`src/nvc_pkg.sv`:
```
package nvc_pkg;

  // ----------------------------------------------------------------
  // Register map: index per register, byte address is index * 4
  // ----------------------------------------------------------------
  localparam int         IDX_W       = 4;
  localparam int         IDX_LSB     = 2;
  localparam int         ADDR_W      = 32;
  localparam logic [3:0] IDX_CMD     = 4'h0;
  localparam logic [3:0] IDX_LOCK    = 4'h1;
  localparam logic [3:0] IDX_STATE   = 4'h2;
  localparam logic [3:0] IDX_IRQ_EN  = 4'h3;
  localparam logic [3:0] IDX_FLAGS   = 4'h4;
  localparam logic [3:0] IDX_DATA_LO = 4'h6;
  localparam logic [3:0] IDX_DATA_HI = 4'h7;
  localparam logic [3:0] IDX_LOC_LO  = 4'h8;
  localparam logic [3:0] IDX_LOC_HI  = 4'h9;
  localparam logic [3:0] IDX_LAST    = 4'h9;

  // ----------------------------------------------------------------
  // Field positions and reset values
  // ----------------------------------------------------------------
  localparam int          CMD_W            = 3;
  localparam int          BIT_APP_WP       = 0;
  localparam int          BIT_BOOT_LOCK    = 1;
  localparam int          BIT_FLASH_BUSY   = 0;
  localparam int          BIT_EEPROM_BUSY  = 1;
  localparam int          BIT_WRITE_FAULT  = 2;
  localparam int          BIT_EEPROM_READY = 0;
  localparam logic [7:0]  RST_BYTE         = 8'h00;
  localparam logic [15:0] RST_WORD         = 16'h0000;
  localparam logic [23:0] PAD_ZERO         = 24'h00_0000;

  // ----------------------------------------------------------------
  // Commands
  // ----------------------------------------------------------------
  localparam logic [2:0] CMD_NOP        = 3'h0;
  localparam logic [2:0] CMD_PAGE_WRITE = 3'h1;
  localparam logic [2:0] CMD_PAGE_ERASE = 3'h2;
  localparam logic [2:0] CMD_ERASE_WR   = 3'h3;
  localparam logic [2:0] CMD_BUF_CLEAR  = 3'h4;
  localparam logic [2:0] CMD_CHIP_ERASE = 3'h5;
  localparam logic [2:0] CMD_EE_ERASE   = 3'h6;
  localparam logic [2:0] CMD_FUSE_WRITE = 3'h7;

  // ----------------------------------------------------------------
  // Timing and bus encodings
  // ----------------------------------------------------------------
  localparam logic [2:0] BUF_CLEAR_CYCLES = 3'h7;
  localparam logic [1:0] HTRANS_NONSEQ    = 2'h2;
  localparam logic       HRESP_OKAY       = 1'b0;

  typedef enum logic {NVC_BUS_IDLE, NVC_BUS_PEND} nvc_bus_e;

  typedef struct packed {
    logic [CMD_W-1:0] code;
    logic             tgt_eeprom;
    logic             erase_eeprom;
    logic [15:0]      addr;
    logic [15:0]      data;
  } nvc_op_s;

endpackage

```
`src/nvc_controller.sv`:
```
// Operation
// - Command field write issues one of seven commands (code 0 is no-op)
// - Address register selects flash or eeprom target
// - Fuse write starts only from debug port
// - Chip erase spares eeprom when keep fuse set
// - Boot read lock blocks boot section reads
// - Boot lock written from boot only, sticky
// - Boot lock acts after first boot exit
// - App write protect set-only, cleared by reset
// - Write fault shows error of last operation
// - Eeprom busy bit mirrors eeprom activity
// - Flash busy bit mirrors flash activity
// - Ready interrupt enable turns on level interrupt
// - Ready flag set while eeprom idle, W1C
// - Data and address are 16-bit byte pairs
// - Data register feeds fuse write value
// - Address register tracks last updated location
// - Unprotected command write leaves register unchanged
// - Buffer clear halts CPU seven cycles
// - Interrupt active while enabled and flag set
module nvc_controller
  import nvc_pkg::*;
#(
  parameter logic [15:0] EEPROM_BASE = 16'h1400,
  parameter logic [15:0] EEPROM_TOP  = 16'h14FF,
  parameter logic [15:0] APP_BASE    = 16'h8000
) (
  input  wire logic                    clock,
  input  wire logic                    rst_n,
  input  wire logic                    hsel,
  input  wire logic [ADDR_W-1:0]       haddr,
  input  wire logic [1:0]              htrans,
  input  wire logic                    hwrite,
  input  wire logic [2:0]              hsize,
  input  wire logic [31:0]             hwdata,
  input  wire logic                    hready,
  output logic                         hreadyout,
  output logic [31:0]                  hrdata,
  output logic                         hresp,
  input  wire logic                    dbg_master,
  input  wire logic                    prot_key_open,
  input  wire logic                    exec_in_boot,
  input  wire logic                    keep_eeprom_on_erase,
  input  wire logic                    flash_busy_in,
  input  wire logic                    eeprom_busy_in,
  input  wire logic                    write_fault_in,
  input  wire logic                    loc_update,
  input  wire logic [15:0]             loc_update_addr,
  output nvc_pkg::nvc_op_s             op_req,
  output logic                         op_start,
  output logic                         cpu_halt,
  output logic                         boot_read_lock,
  output logic                         app_write_protect,
  output logic                         irq
);

  // ----------------------------------------------------------------
  // Bus slave: one wait state so writes land before any later read
  // ----------------------------------------------------------------
  nvc_bus_e         state;
  nvc_bus_e         next_state;
  logic [IDX_W-1:0] lat_idx;
  logic             lat_write;
  logic             lat_hit;
  logic             lat_dbg;

  wire              addr_ok  = hsel & hready & (htrans == HTRANS_NONSEQ);
  wire              in_range = (haddr[ADDR_W-1:IDX_LSB+IDX_W] == '0)
                               & (haddr[IDX_LSB+IDX_W-1:IDX_LSB] <= IDX_LAST);
  wire              pend     = (state == NVC_BUS_PEND);
  wire              wr_commit = pend & lat_write & lat_hit;
  wire              rd_commit = pend & ~lat_write;
  wire [7:0]        wr_byte  = hwdata[7:0];

  assign next_state = addr_ok ? NVC_BUS_PEND : NVC_BUS_IDLE;

  always_ff @(posedge clock or negedge rst_n) begin
    if (!rst_n) begin
      state     <= NVC_BUS_IDLE;
      lat_idx   <= '0;
      lat_write <= 1'b0;
      lat_hit   <= 1'b0;
      lat_dbg   <= 1'b0;
      hreadyout <= 1'b1;
      hresp     <= HRESP_OKAY;
    end else begin
      state     <= next_state;
      hreadyout <= ~addr_ok;
      hresp     <= HRESP_OKAY;
      if (addr_ok) begin
        lat_idx   <= haddr[IDX_LSB+IDX_W-1:IDX_LSB];
        lat_write <= hwrite;
        lat_hit   <= in_range;
        lat_dbg   <= dbg_master;
      end
    end
  end

  // ----------------------------------------------------------------
  // Register state
  // ----------------------------------------------------------------
  logic [CMD_W-1:0] nvm_command;
  logic             boot_pending;
  logic             in_boot_q;
  logic             st_flash_busy;
  logic             st_eeprom_busy;
  logic             st_write_fault;
  logic             irq_enable;
  logic             ready_flag;
  logic [15:0]      fuse_write_value;
  logic [15:0]      nvm_location;
  logic [2:0]       clr_cnt;

  wire sel_cmd   = wr_commit & (lat_idx == IDX_CMD);
  wire sel_lock  = wr_commit & (lat_idx == IDX_LOCK);
  wire sel_ien   = wr_commit & (lat_idx == IDX_IRQ_EN);
  wire sel_flag  = wr_commit & (lat_idx == IDX_FLAGS);
  wire sel_d_lo  = wr_commit & (lat_idx == IDX_DATA_LO);
  wire sel_d_hi  = wr_commit & (lat_idx == IDX_DATA_HI);
  wire sel_l_lo  = wr_commit & (lat_idx == IDX_LOC_LO);
  wire sel_l_hi  = wr_commit & (lat_idx == IDX_LOC_HI);

  // Key window is tracked by the CPU side; debug port is exempt
  wire cmd_unlocked = prot_key_open | lat_dbg;
  wire wr_cmd       = sel_cmd & cmd_unlocked;
  wire [CMD_W-1:0] new_code = wr_byte[CMD_W-1:0];

  wire target_eeprom = (nvm_location >= EEPROM_BASE)
                       & (nvm_location <= EEPROM_TOP);
  wire page_cmd   = (new_code == CMD_PAGE_WRITE) | (new_code == CMD_PAGE_ERASE)
                    | (new_code == CMD_ERASE_WR);
  wire fuse_refused = (new_code == CMD_FUSE_WRITE) & ~lat_dbg;
  wire prot_hit   = page_cmd & ~target_eeprom & app_write_protect
                    & (nvm_location >= APP_BASE);
  wire busy_any   = flash_busy_in | eeprom_busy_in | (clr_cnt != 3'h0);
  // Commands arriving while busy are dropped rather than queued
  wire start_ok   = wr_cmd & (new_code != CMD_NOP) & ~fuse_refused
                    & ~prot_hit & ~busy_any;
  wire fault_set  = (wr_cmd & prot_hit) | write_fault_in;

  wire [2:0] next_clr_cnt = (start_ok & (new_code == CMD_BUF_CLEAR)) ? BUF_CLEAR_CYCLES
                            : (clr_cnt != 3'h0) ? clr_cnt - 3'h1 : 3'h0;
  wire flag_clear  = sel_flag & wr_byte[BIT_EEPROM_READY];
  wire next_flag   = ~eeprom_busy_in | (ready_flag & ~flag_clear);
  wire boot_exit   = in_boot_q & ~exec_in_boot;

  always_ff @(posedge clock or negedge rst_n) begin
    if (!rst_n) begin
      nvm_command <= CMD_NOP;
    end else if (wr_cmd) begin
      nvm_command <= new_code;
    end
  end

  always_ff @(posedge clock or negedge rst_n) begin
    if (!rst_n) begin
      app_write_protect <= 1'b0;
      boot_pending      <= 1'b0;
      boot_read_lock    <= 1'b0;
      in_boot_q         <= 1'b0;
    end else begin
      in_boot_q <= exec_in_boot;
      if (sel_lock & wr_byte[BIT_APP_WP]) begin
        app_write_protect <= 1'b1;
      end
      if (sel_lock & wr_byte[BIT_BOOT_LOCK] & exec_in_boot) begin
        boot_pending <= 1'b1;
      end
      if (boot_pending & boot_exit) begin
        boot_read_lock <= 1'b1;
      end
    end
  end

  always_ff @(posedge clock or negedge rst_n) begin
    if (!rst_n) begin
      st_flash_busy  <= 1'b0;
      st_eeprom_busy <= 1'b0;
      st_write_fault <= 1'b0;
    end else begin
      st_flash_busy  <= flash_busy_in;
      st_eeprom_busy <= eeprom_busy_in;
      st_write_fault <= fault_set | (st_write_fault & ~start_ok);
    end
  end

  always_ff @(posedge clock or negedge rst_n) begin
    if (!rst_n) begin
      irq_enable <= 1'b0;
      ready_flag <= 1'b0;
      irq        <= 1'b0;
    end else begin
      if (sel_ien) begin
        irq_enable <= wr_byte[BIT_EEPROM_READY];
      end
      ready_flag <= next_flag;
      irq        <= irq_enable & ready_flag;
    end
  end

  always_ff @(posedge clock or negedge rst_n) begin
    if (!rst_n) begin
      fuse_write_value <= RST_WORD;
      nvm_location     <= RST_WORD;
    end else begin
      if (sel_d_lo) fuse_write_value[7:0]  <= wr_byte;
      if (sel_d_hi) fuse_write_value[15:8] <= wr_byte;
      // Hardware update of the location outranks a same-cycle bus write
      if (loc_update) begin
        nvm_location <= loc_update_addr;
      end else begin
        if (sel_l_lo) nvm_location[7:0]  <= wr_byte;
        if (sel_l_hi) nvm_location[15:8] <= wr_byte;
      end
    end
  end

  // ----------------------------------------------------------------
  // Operation launch towards the memory array
  // ----------------------------------------------------------------
  always_ff @(posedge clock or negedge rst_n) begin
    if (!rst_n) begin
      op_start <= 1'b0;
      op_req   <= '0;
      clr_cnt  <= 3'h0;
      cpu_halt <= 1'b0;
    end else begin
      op_start <= start_ok;
      clr_cnt  <= next_clr_cnt;
      cpu_halt <= (next_clr_cnt != 3'h0) | flash_busy_in;
      if (start_ok) begin
        op_req.code         <= new_code;
        op_req.tgt_eeprom   <= target_eeprom | (new_code == CMD_EE_ERASE);
        op_req.erase_eeprom <= ((new_code == CMD_CHIP_ERASE) & ~keep_eeprom_on_erase)
                               | (new_code == CMD_EE_ERASE);
        op_req.addr         <= nvm_location;
        op_req.data         <= fuse_write_value;
      end
    end
  end

  // ----------------------------------------------------------------
  // Read path
  // ----------------------------------------------------------------
  wire [7:0] rd_lock  = {6'h00, boot_pending | boot_read_lock, app_write_protect};
  wire [7:0] rd_state = {5'h00, st_write_fault, st_eeprom_busy, st_flash_busy};
  wire [7:0] rd_byte  =
      (lat_idx == IDX_CMD)     ? {5'h00, nvm_command} :
      (lat_idx == IDX_LOCK)    ? rd_lock :
      (lat_idx == IDX_STATE)   ? rd_state :
      (lat_idx == IDX_IRQ_EN)  ? {7'h00, irq_enable} :
      (lat_idx == IDX_FLAGS)   ? {7'h00, ready_flag} :
      (lat_idx == IDX_DATA_LO) ? fuse_write_value[7:0] :
      (lat_idx == IDX_DATA_HI) ? fuse_write_value[15:8] :
      (lat_idx == IDX_LOC_LO)  ? nvm_location[7:0] :
      (lat_idx == IDX_LOC_HI)  ? nvm_location[15:8] : RST_BYTE;

  always_ff @(posedge clock or negedge rst_n) begin
    if (!rst_n) begin
      hrdata <= '0;
    end else if (rd_commit) begin
      hrdata <= {PAD_ZERO, lat_hit ? rd_byte : RST_BYTE};
    end
  end
endmodule

```
`config.mk`:
```
export PLATFORM = sky130hd
export DESIGN_NAME = nvc_controller
export DESIGN_NICKNAME = d
export VERILOG_FILES = /design/src/nvc_pkg.sv /design/src/nvc_controller.sv
export SDC_FILE = /design/constraint.sdc
export NUM_CORES = 1
export LEC_CHECK = 0
export ABC_AREA = 1
export BUFFER_PORTS_ARGS = -buffer_cell sky130_fd_sc_hd__buf_4
export CAP_MARGIN = 0
export CORE_UTILIZATION = 35
export CTS_CLUSTER_SIZE = 10
export DETAILED_ROUTE_END_ITERATION = 8
export PLACE_DENSITY = 0.62
export SKIP_LAST_GASP = 1
export SLEW_MARGIN = 20
export SYNTH_ARGS = -nofsm -noshare
export SYNTH_HDL_FRONTEND = slang
export SYNTH_SLANG_ARGS = --single-unit
export TNS_END_PERCENT = 30
```
`constraint.sdc`:
```
create_clock -name clock -period 1.5 [get_ports clock]
set_input_delay 0.075 -clock clock [delete_from_list [all_inputs] [get_ports clock]]
set_output_delay 0.075 -clock clock [all_outputs]
set_load 0.005 [all_outputs]
```
Yosys cells after proc, flatten, opt, wreduce, memory -nomap -nowiden
Index checks and enable logic that the tools add are counted.
{"block": "word_totals", "word_cells": 134, "ff_bits": 104, "out_inout_bits": 76}
{"block": "classes", "reduce_logical": 7, "n_mux": 16, "order_cmp": 4, "n_addsub": 1, "n_bitwise": 60, "n_eq_ne": 16}
{"op": "$mux W8", "n": 12}
{"op": "$and A1 B1 Y1", "n": 36}
{"op": "$logic_not A26 Y1", "n": 1}
{"op": "$ge A16 B13 Y1 const B", "n": 1}
{"op": "$ge A16 B16 Y1 const B", "n": 1}
{"op": "$le A16 B13 Y1 const B", "n": 1}
{"op": "$mux W16", "n": 1}
{"op": "$eq A3 B3 Y1 const B", "n": 4}
{"op": "$eq A4 B3 Y1 const B", "n": 3}
{"op": "$not A1 Y1", "n": 12}
{"op": "$or A1 B1 Y1", "n": 12}
{"op": "$reduce_bool A3 Y1", "n": 3}
{"op": "$eq A4 B2 Y1 const B", "n": 2}
{"op": "$eq A4 B4 Y1 const B", "n": 2}
{"op": "$eq A3 B2 Y1 const B", "n": 2}
{"op": "$mux W3", "n": 2}
{"op": "$eq A4 B1 Y1 const B", "n": 1}
{"op": "$le A4 B4 Y1 const B", "n": 1}
{"op": "$logic_not A4 Y1", "n": 1}
{"op": "$reduce_bool A2 Y1", "n": 2}
{"op": "$eq A3 B1 Y1 const B", "n": 1}
{"op": "$sub A3 B1 Y3 const B", "n": 1}
{"op": "$eq A2 B2 Y1 const B", "n": 1}
{"op": "$mux W1", "n": 1}

Longest topological paths before layout
{"block": "depth", "ltp_word": 13, "ltp_mapped": 11, "depth_no_buf": 10}

Worst setup path after synthesis
Ideal clock, no wire load.
{"block": "synth_path", "kind": "reg-to-reg", "from": "register lat_idx[1]", "to": "register st_write_fault", "stages_incl_launch_ff": 11, "period_less_slack_ns": 1.659, "path_slack_ns": -0.159, "setup_ns": 0.119, "arrival_ns": 1.540, "n_path_buf": 2, "cell_sequence": "dfrtp_1 buf_6 nor2_4 inv_2 nor2_8 nand2_2 nor3_2 nand2_4 buf_6 a21oi_2 nand2_1"}
{"block": "synth_via", "elab_chain_len": 10}
{"element": "start, declared", "line_no": "nvc_controller.sv:62", "rtl": "logic [IDX_W-1:0] lat_idx;"}
{"element": "start signal, assigned", "line_no": "nvc_controller.sv:91", "rtl": "lat_idx <= haddr[IDX_LSB+IDX_W-1:IDX_LSB];"}
{"element": "$logic_not A4 Y1 *", "line_no": "nvc_controller.sv:114", "rtl": "wire sel_cmd = wr_commit & (lat_idx == IDX_CMD);"}
{"element": "$and A1 B1 Y1 *", "line_no": "nvc_controller.sv:114"}
{"element": "$and A1 B1 Y1 *", "line_no": "nvc_controller.sv:125", "rtl": "wire wr_cmd = sel_cmd & cmd_unlocked;"}
{"element": "$and A1 B1 Y1 (2 in series)", "line_no": "nvc_controller.sv:137", "rtl": "wire start_ok = wr_cmd & (new_code != CMD_NOP) & ~fuse_refused"}
{"element": "$and A1 B1 Y1 (2 in series)", "line_no": "nvc_controller.sv:138", "rtl": "& ~prot_hit & ~busy_any;"}
{"element": "$not A1 Y1", "line_no": "nvc_controller.sv:183", "rtl": "st_write_fault <= fault_set | (st_write_fault & ~start_ok);"}
{"element": "$and A1 B1 Y1", "line_no": "nvc_controller.sv:183"}
{"element": "$or A1 B1 Y1 *", "line_no": "nvc_controller.sv:183"}
{"element": "end signal, assigned", "line_no": "nvc_controller.sv:183"}
{"element": "end, declared", "line_no": "nvc_controller.sv:107", "rtl": "logic st_write_fault;"}
Mark *: on every way between the ends. The rest lies on a longest branch, timed or not.
A chain may end at the register's enable or synchronous reset.

Worst setup path in the final report
{"block": "layout_path", "from": "register clr_cnt[0]", "to": "register st_write_fault"}
{"block": "layout_via", "elab_chain_len": 7}
{"element": "start, declared", "line_no": "nvc_controller.sv:112", "rtl": "logic [2:0] clr_cnt;"}
{"element": "start signal, assigned", "line_no": "nvc_controller.sv:229", "rtl": "clr_cnt <= next_clr_cnt;"}
{"element": "$reduce_bool A3 Y1", "line_no": "nvc_controller.sv:135", "rtl": "wire busy_any = flash_busy_in | eeprom_busy_in | (clr_cnt != 3'h0);"}
{"element": "$or A1 B1 Y1", "line_no": "nvc_controller.sv:135"}
{"element": "$not A1 Y1", "line_no": "nvc_controller.sv:138"}
{"element": "$and A1 B1 Y1", "line_no": "nvc_controller.sv:138"}
{"element": "$not A1 Y1", "line_no": "nvc_controller.sv:183"}
{"element": "$and A1 B1 Y1", "line_no": "nvc_controller.sv:183"}
{"element": "$or A1 B1 Y1", "line_no": "nvc_controller.sv:183"}
No other way between the ends.

==> run_results.csv <==
group,metric,value,unit
floorplan,ioPinCount,174,
cts,clock-sinks,104,
hold_path,hold_path.class,"in2reg",
critical_path,path_cells,"nor2_2 -> ha_1 -> nand2_1 -> nor3_4 -> nand2_4 -> buf_12 -> a21oi_2 -> nand2_1",
floorplan,chipHeight,119.2,um
cts,numCtsBuffers,9,
power,seq_power_share,44.7,%
power,power.total,6.624,mW
critical_path,path_buf_inv,1,
cts,cts_tree,"built",
global_route,grt_overflow,0,
critical_path,cp-start-kind,"register",
placement,globalplace.congestion,0.8721,
finish,postLayoutCoreUtil,49.88,%
critical_path,critPathCaptureType,"register",
critical_path,cp.required,1740,ps
global_route,antenna_found_initial,0,
logic_synthesis,avgSynthCellArea,8.528,sq um
placement,hpwl,10.38,mm
timing,setup_ws,-91.82,ps
status,status,"complete, but fails checks",
timing,slew_violations,0,
floorplan,start_util,36.03,%
finish,antenna_cells,0,
floorplan,rows,42,
drt,wire_per_inst,14.54,um
logic_synthesis,synth_seq_cells,104,
drt,vias,4415,
critical_path,critical_path.top_delay_family,"simple AND/OR/NAND/NOR gates",
global_route,grt_max_degree,41,
drt,drtPass1Iterations,4,
cts,clk_latency,350,ps
global_route,grt_pass1_wl,21.84,mm
timing,clock_skew,10.65,ps
logic_synthesis,async_flop_share,100.0,%
critical_path,r2r-start,"clr_cnt[0]",
floorplan,dieArea,0.01421,sq mm
logic_synthesis,synthesis.area,0.004810,sq mm
floorplan,die_w,119.2,um
logic_synthesis,synthFlopType,"dfrtp_1",
cts,cts-htree-levels,3,
timing,setup_viol,49,
critical_path,cp_data_arrival_time,1830,ps
drt,drt-initial-drc-count,228,
global_route,grt.total_usage,20.04,%
logic_synthesis,seq_area_frac_synth,54.14,%
logic_synthesis,synth_edf_count,0,
critical_path,critical_path_class,"reg2reg",
critical_path,cp_common_cell,"nand2_1",
placement,io_buffers,119,
timing,period_minus_slack,1592,ps
power,ir_worst_vdd,0.5527,mV
drt,antenna_left,0,
critical_path,cp_slowest_stage_delay,400,ps
timing,fin_crit_sh,106.1,%
power,comb_power_share,15.3,%
drt,drc,0,
status,violations,"negative setup slack",
hold_path,worstHoldStart,"loc_update_addr[3]",
drt,wirelength,13.44,mm
power,p_sw,1.662,mW
critical_path,worst-path-max-fanout,25,
finish,layout.nets,844,
job,drv_cap,0,
logic_synthesis,synth.distinct_cells,39,
logic_synthesis,synthCells,564,
finish,drive_gt1_share,28.07,%
power,intPower,4.962,mW
timing,max_freq,628.2,MHz
cts,cts_buffer_depth,2,
drt,vias_per_cell,4.778,
power,switching_share,25.09,%
cts,clk_pin_slew,70,ps
power,power_density,995.0,mW/mm^2
timing,rsz0062_at_grt,"true",
critical_path,critical_path.slowest_cell,"dfrtp_1",
power,power.leakage,3.558,nW
global_route,grt_pass1_vias,4286,
critical_path,cp-startpoint,"clr_cnt[0]",
logic_synthesis,yosys_warnings,0,
power,power.share.clock,40.1,%
cts,cts-root-buf,"clkbuf_16",
timing,hold_violations,0,
floorplan,core_area,0.01335,sq mm
finish,areaGrowthSynthToFinish,38.42,%
-- state kept, by name (all words and copies together) (netlist names), 3 cells and up --
name / flops
fuse_write_value: 16
lat_idx: 4
op_req: 37
clr_cnt: 3
hrdata: 8
nvm_location: 16
nvm_command: 3
-- worst reg2reg max path: stages (launching register included) --
cell     delay, ps
dfrtp_1        400
nor2_2         140
ha_1           180
nand2_1        100
nor3_4         200
nand2_4        120
buf_12         190
a21oi_2        110
nand2_1         50
-- layout make-up --
class | count | area [sq um]
inverter | 56 | 221.5
clock buffer | 10 | 229.0
clock inverter | 5 | 106.4
sequential | 104 | 2606
tap | 176 | 220.2
timing repair buffer | 183 | 1451
fill | 1292 | 6690
multi-input combinational | 390 | 1823
-- cells in the mapped netlist, types with 5 or more instances --
| cell type | count | area (sq um) |
|---|---|---|
| buf_4 | 27 | 202.7 |
| a31oi_1 | 6 | 37.54 |
| inv_1 | 50 | 187.7 |
| nor4_1 | 5 | 31.28 |
| nor2_1 | 43 | 161.4 |
| buf_6 | 5 | 56.30 |
| nand2_1 | 172 | 645.6 |
| nand3_1 | 19 | 95.09 |
| dfrtp_1 | 103 | 2577 |
| o21ai_1 | 22 | 110.1 |
| a21oi_1 | 12 | 60.06 |
| o21ai_0 | 48 | 240.2 |
-- path summary, 6_finish.rpt --
path	to	slack, ps	cells past startpoint
setup / recovery	st_write_fault	-90	8
hold / removal	nvm_location[3]	4	3
setup reg to reg	st_write_fault	-90	8
hold reg to reg	boot_read_lock	450	2
max in group asynchronous	nvm_location[12]	720	3
min in group asynchronous	op_req[30]	180	2
-- cell families (layout without fill, tap and decap cells) --
group	Yosys count	in the layout	share of synthesized area, %
flip-flops	104	104	54.14
AO/OA/AOI/OAI	104	104	11.81
AND/OR/NAND/NOR	259	259	22.87
other	1	25	0.07797
buffers and inverters	94	254	10.59
adder cells (fa/ha/maj)	2	2	0.5202
-- metal layers --
layer | GRT usage, % | vias to the layer above | part of all wire [%]
li1 | - | 2133 | -
met1 | 26.69 | 2089 | 43
met2 | 32.70 | 175 | 48
met3 | 3.879 | 18 | 6.9
met4 | 6.487 | 0 | 1.7
met5 | 0 | - | 0
-- metrics by stage --
| stage | area [sq um] | hold WS, ps | instances | TNS, ps | setup WS (ps) |
|---|---|---|---|---|---|
| detailed placement | 6122 | 14.07 | 892 | -1684 | -75.77 |
| CTS | 6625 | 0.4097 | 923 | -2629 | -91.28 |
| floorplan | 4912 | -220.6 | 588 | -3206 | -118.5 |
| finish | 6658 | 4.130 | 924 | -2864 | -91.82 |
| global route | 6658 | 15.74 | 924 | -8708 | -173.9 |
| global placement | 6122 | 4.385 | 892 | -923.3 | -50.74 |
-- repair_timing --
item	4_1_cts	5_1_grt
resized for setup	4	13
pin swaps	0	3
endpoints found under the hold margin	52	0
setup buffers	0	1
setup endpoints to repair	59	84
hold buffers	16	0
-- power by group through the flow --
stage                     registers [mW]  logic, mW  clock network [mW]
final                               2.96       1.01                2.65
after global routing                2.97       1.12                2.81
after CTS                           2.96      0.990                2.69
after detailed placement            3.01      0.952                   0
after global placement              3.00      0.939                   0
after floorplan                     3.00      0.481                   0
-- placed cells by master (no fill, tap or decap), types with 16 or more instances in the layout --
| cell type | Yosys | final |
|---|---|---|
| o21ai_1 | 22 | 26 |
| inv_1 | 50 | 47 |
| nand2_1 | 172 | 171 |
| dlygate4sd3_1 | 0 | 16 |
| nor2_1 | 43 | 38 |
| o21ai_0 | 48 | 44 |
| nand3_1 | 19 | 19 |
| conb_1 | 1 | 25 |
| buf_4 | 27 | 164 |
| dfrtp_1 | 103 | 101 |
(Power assumes the default switching activity.)
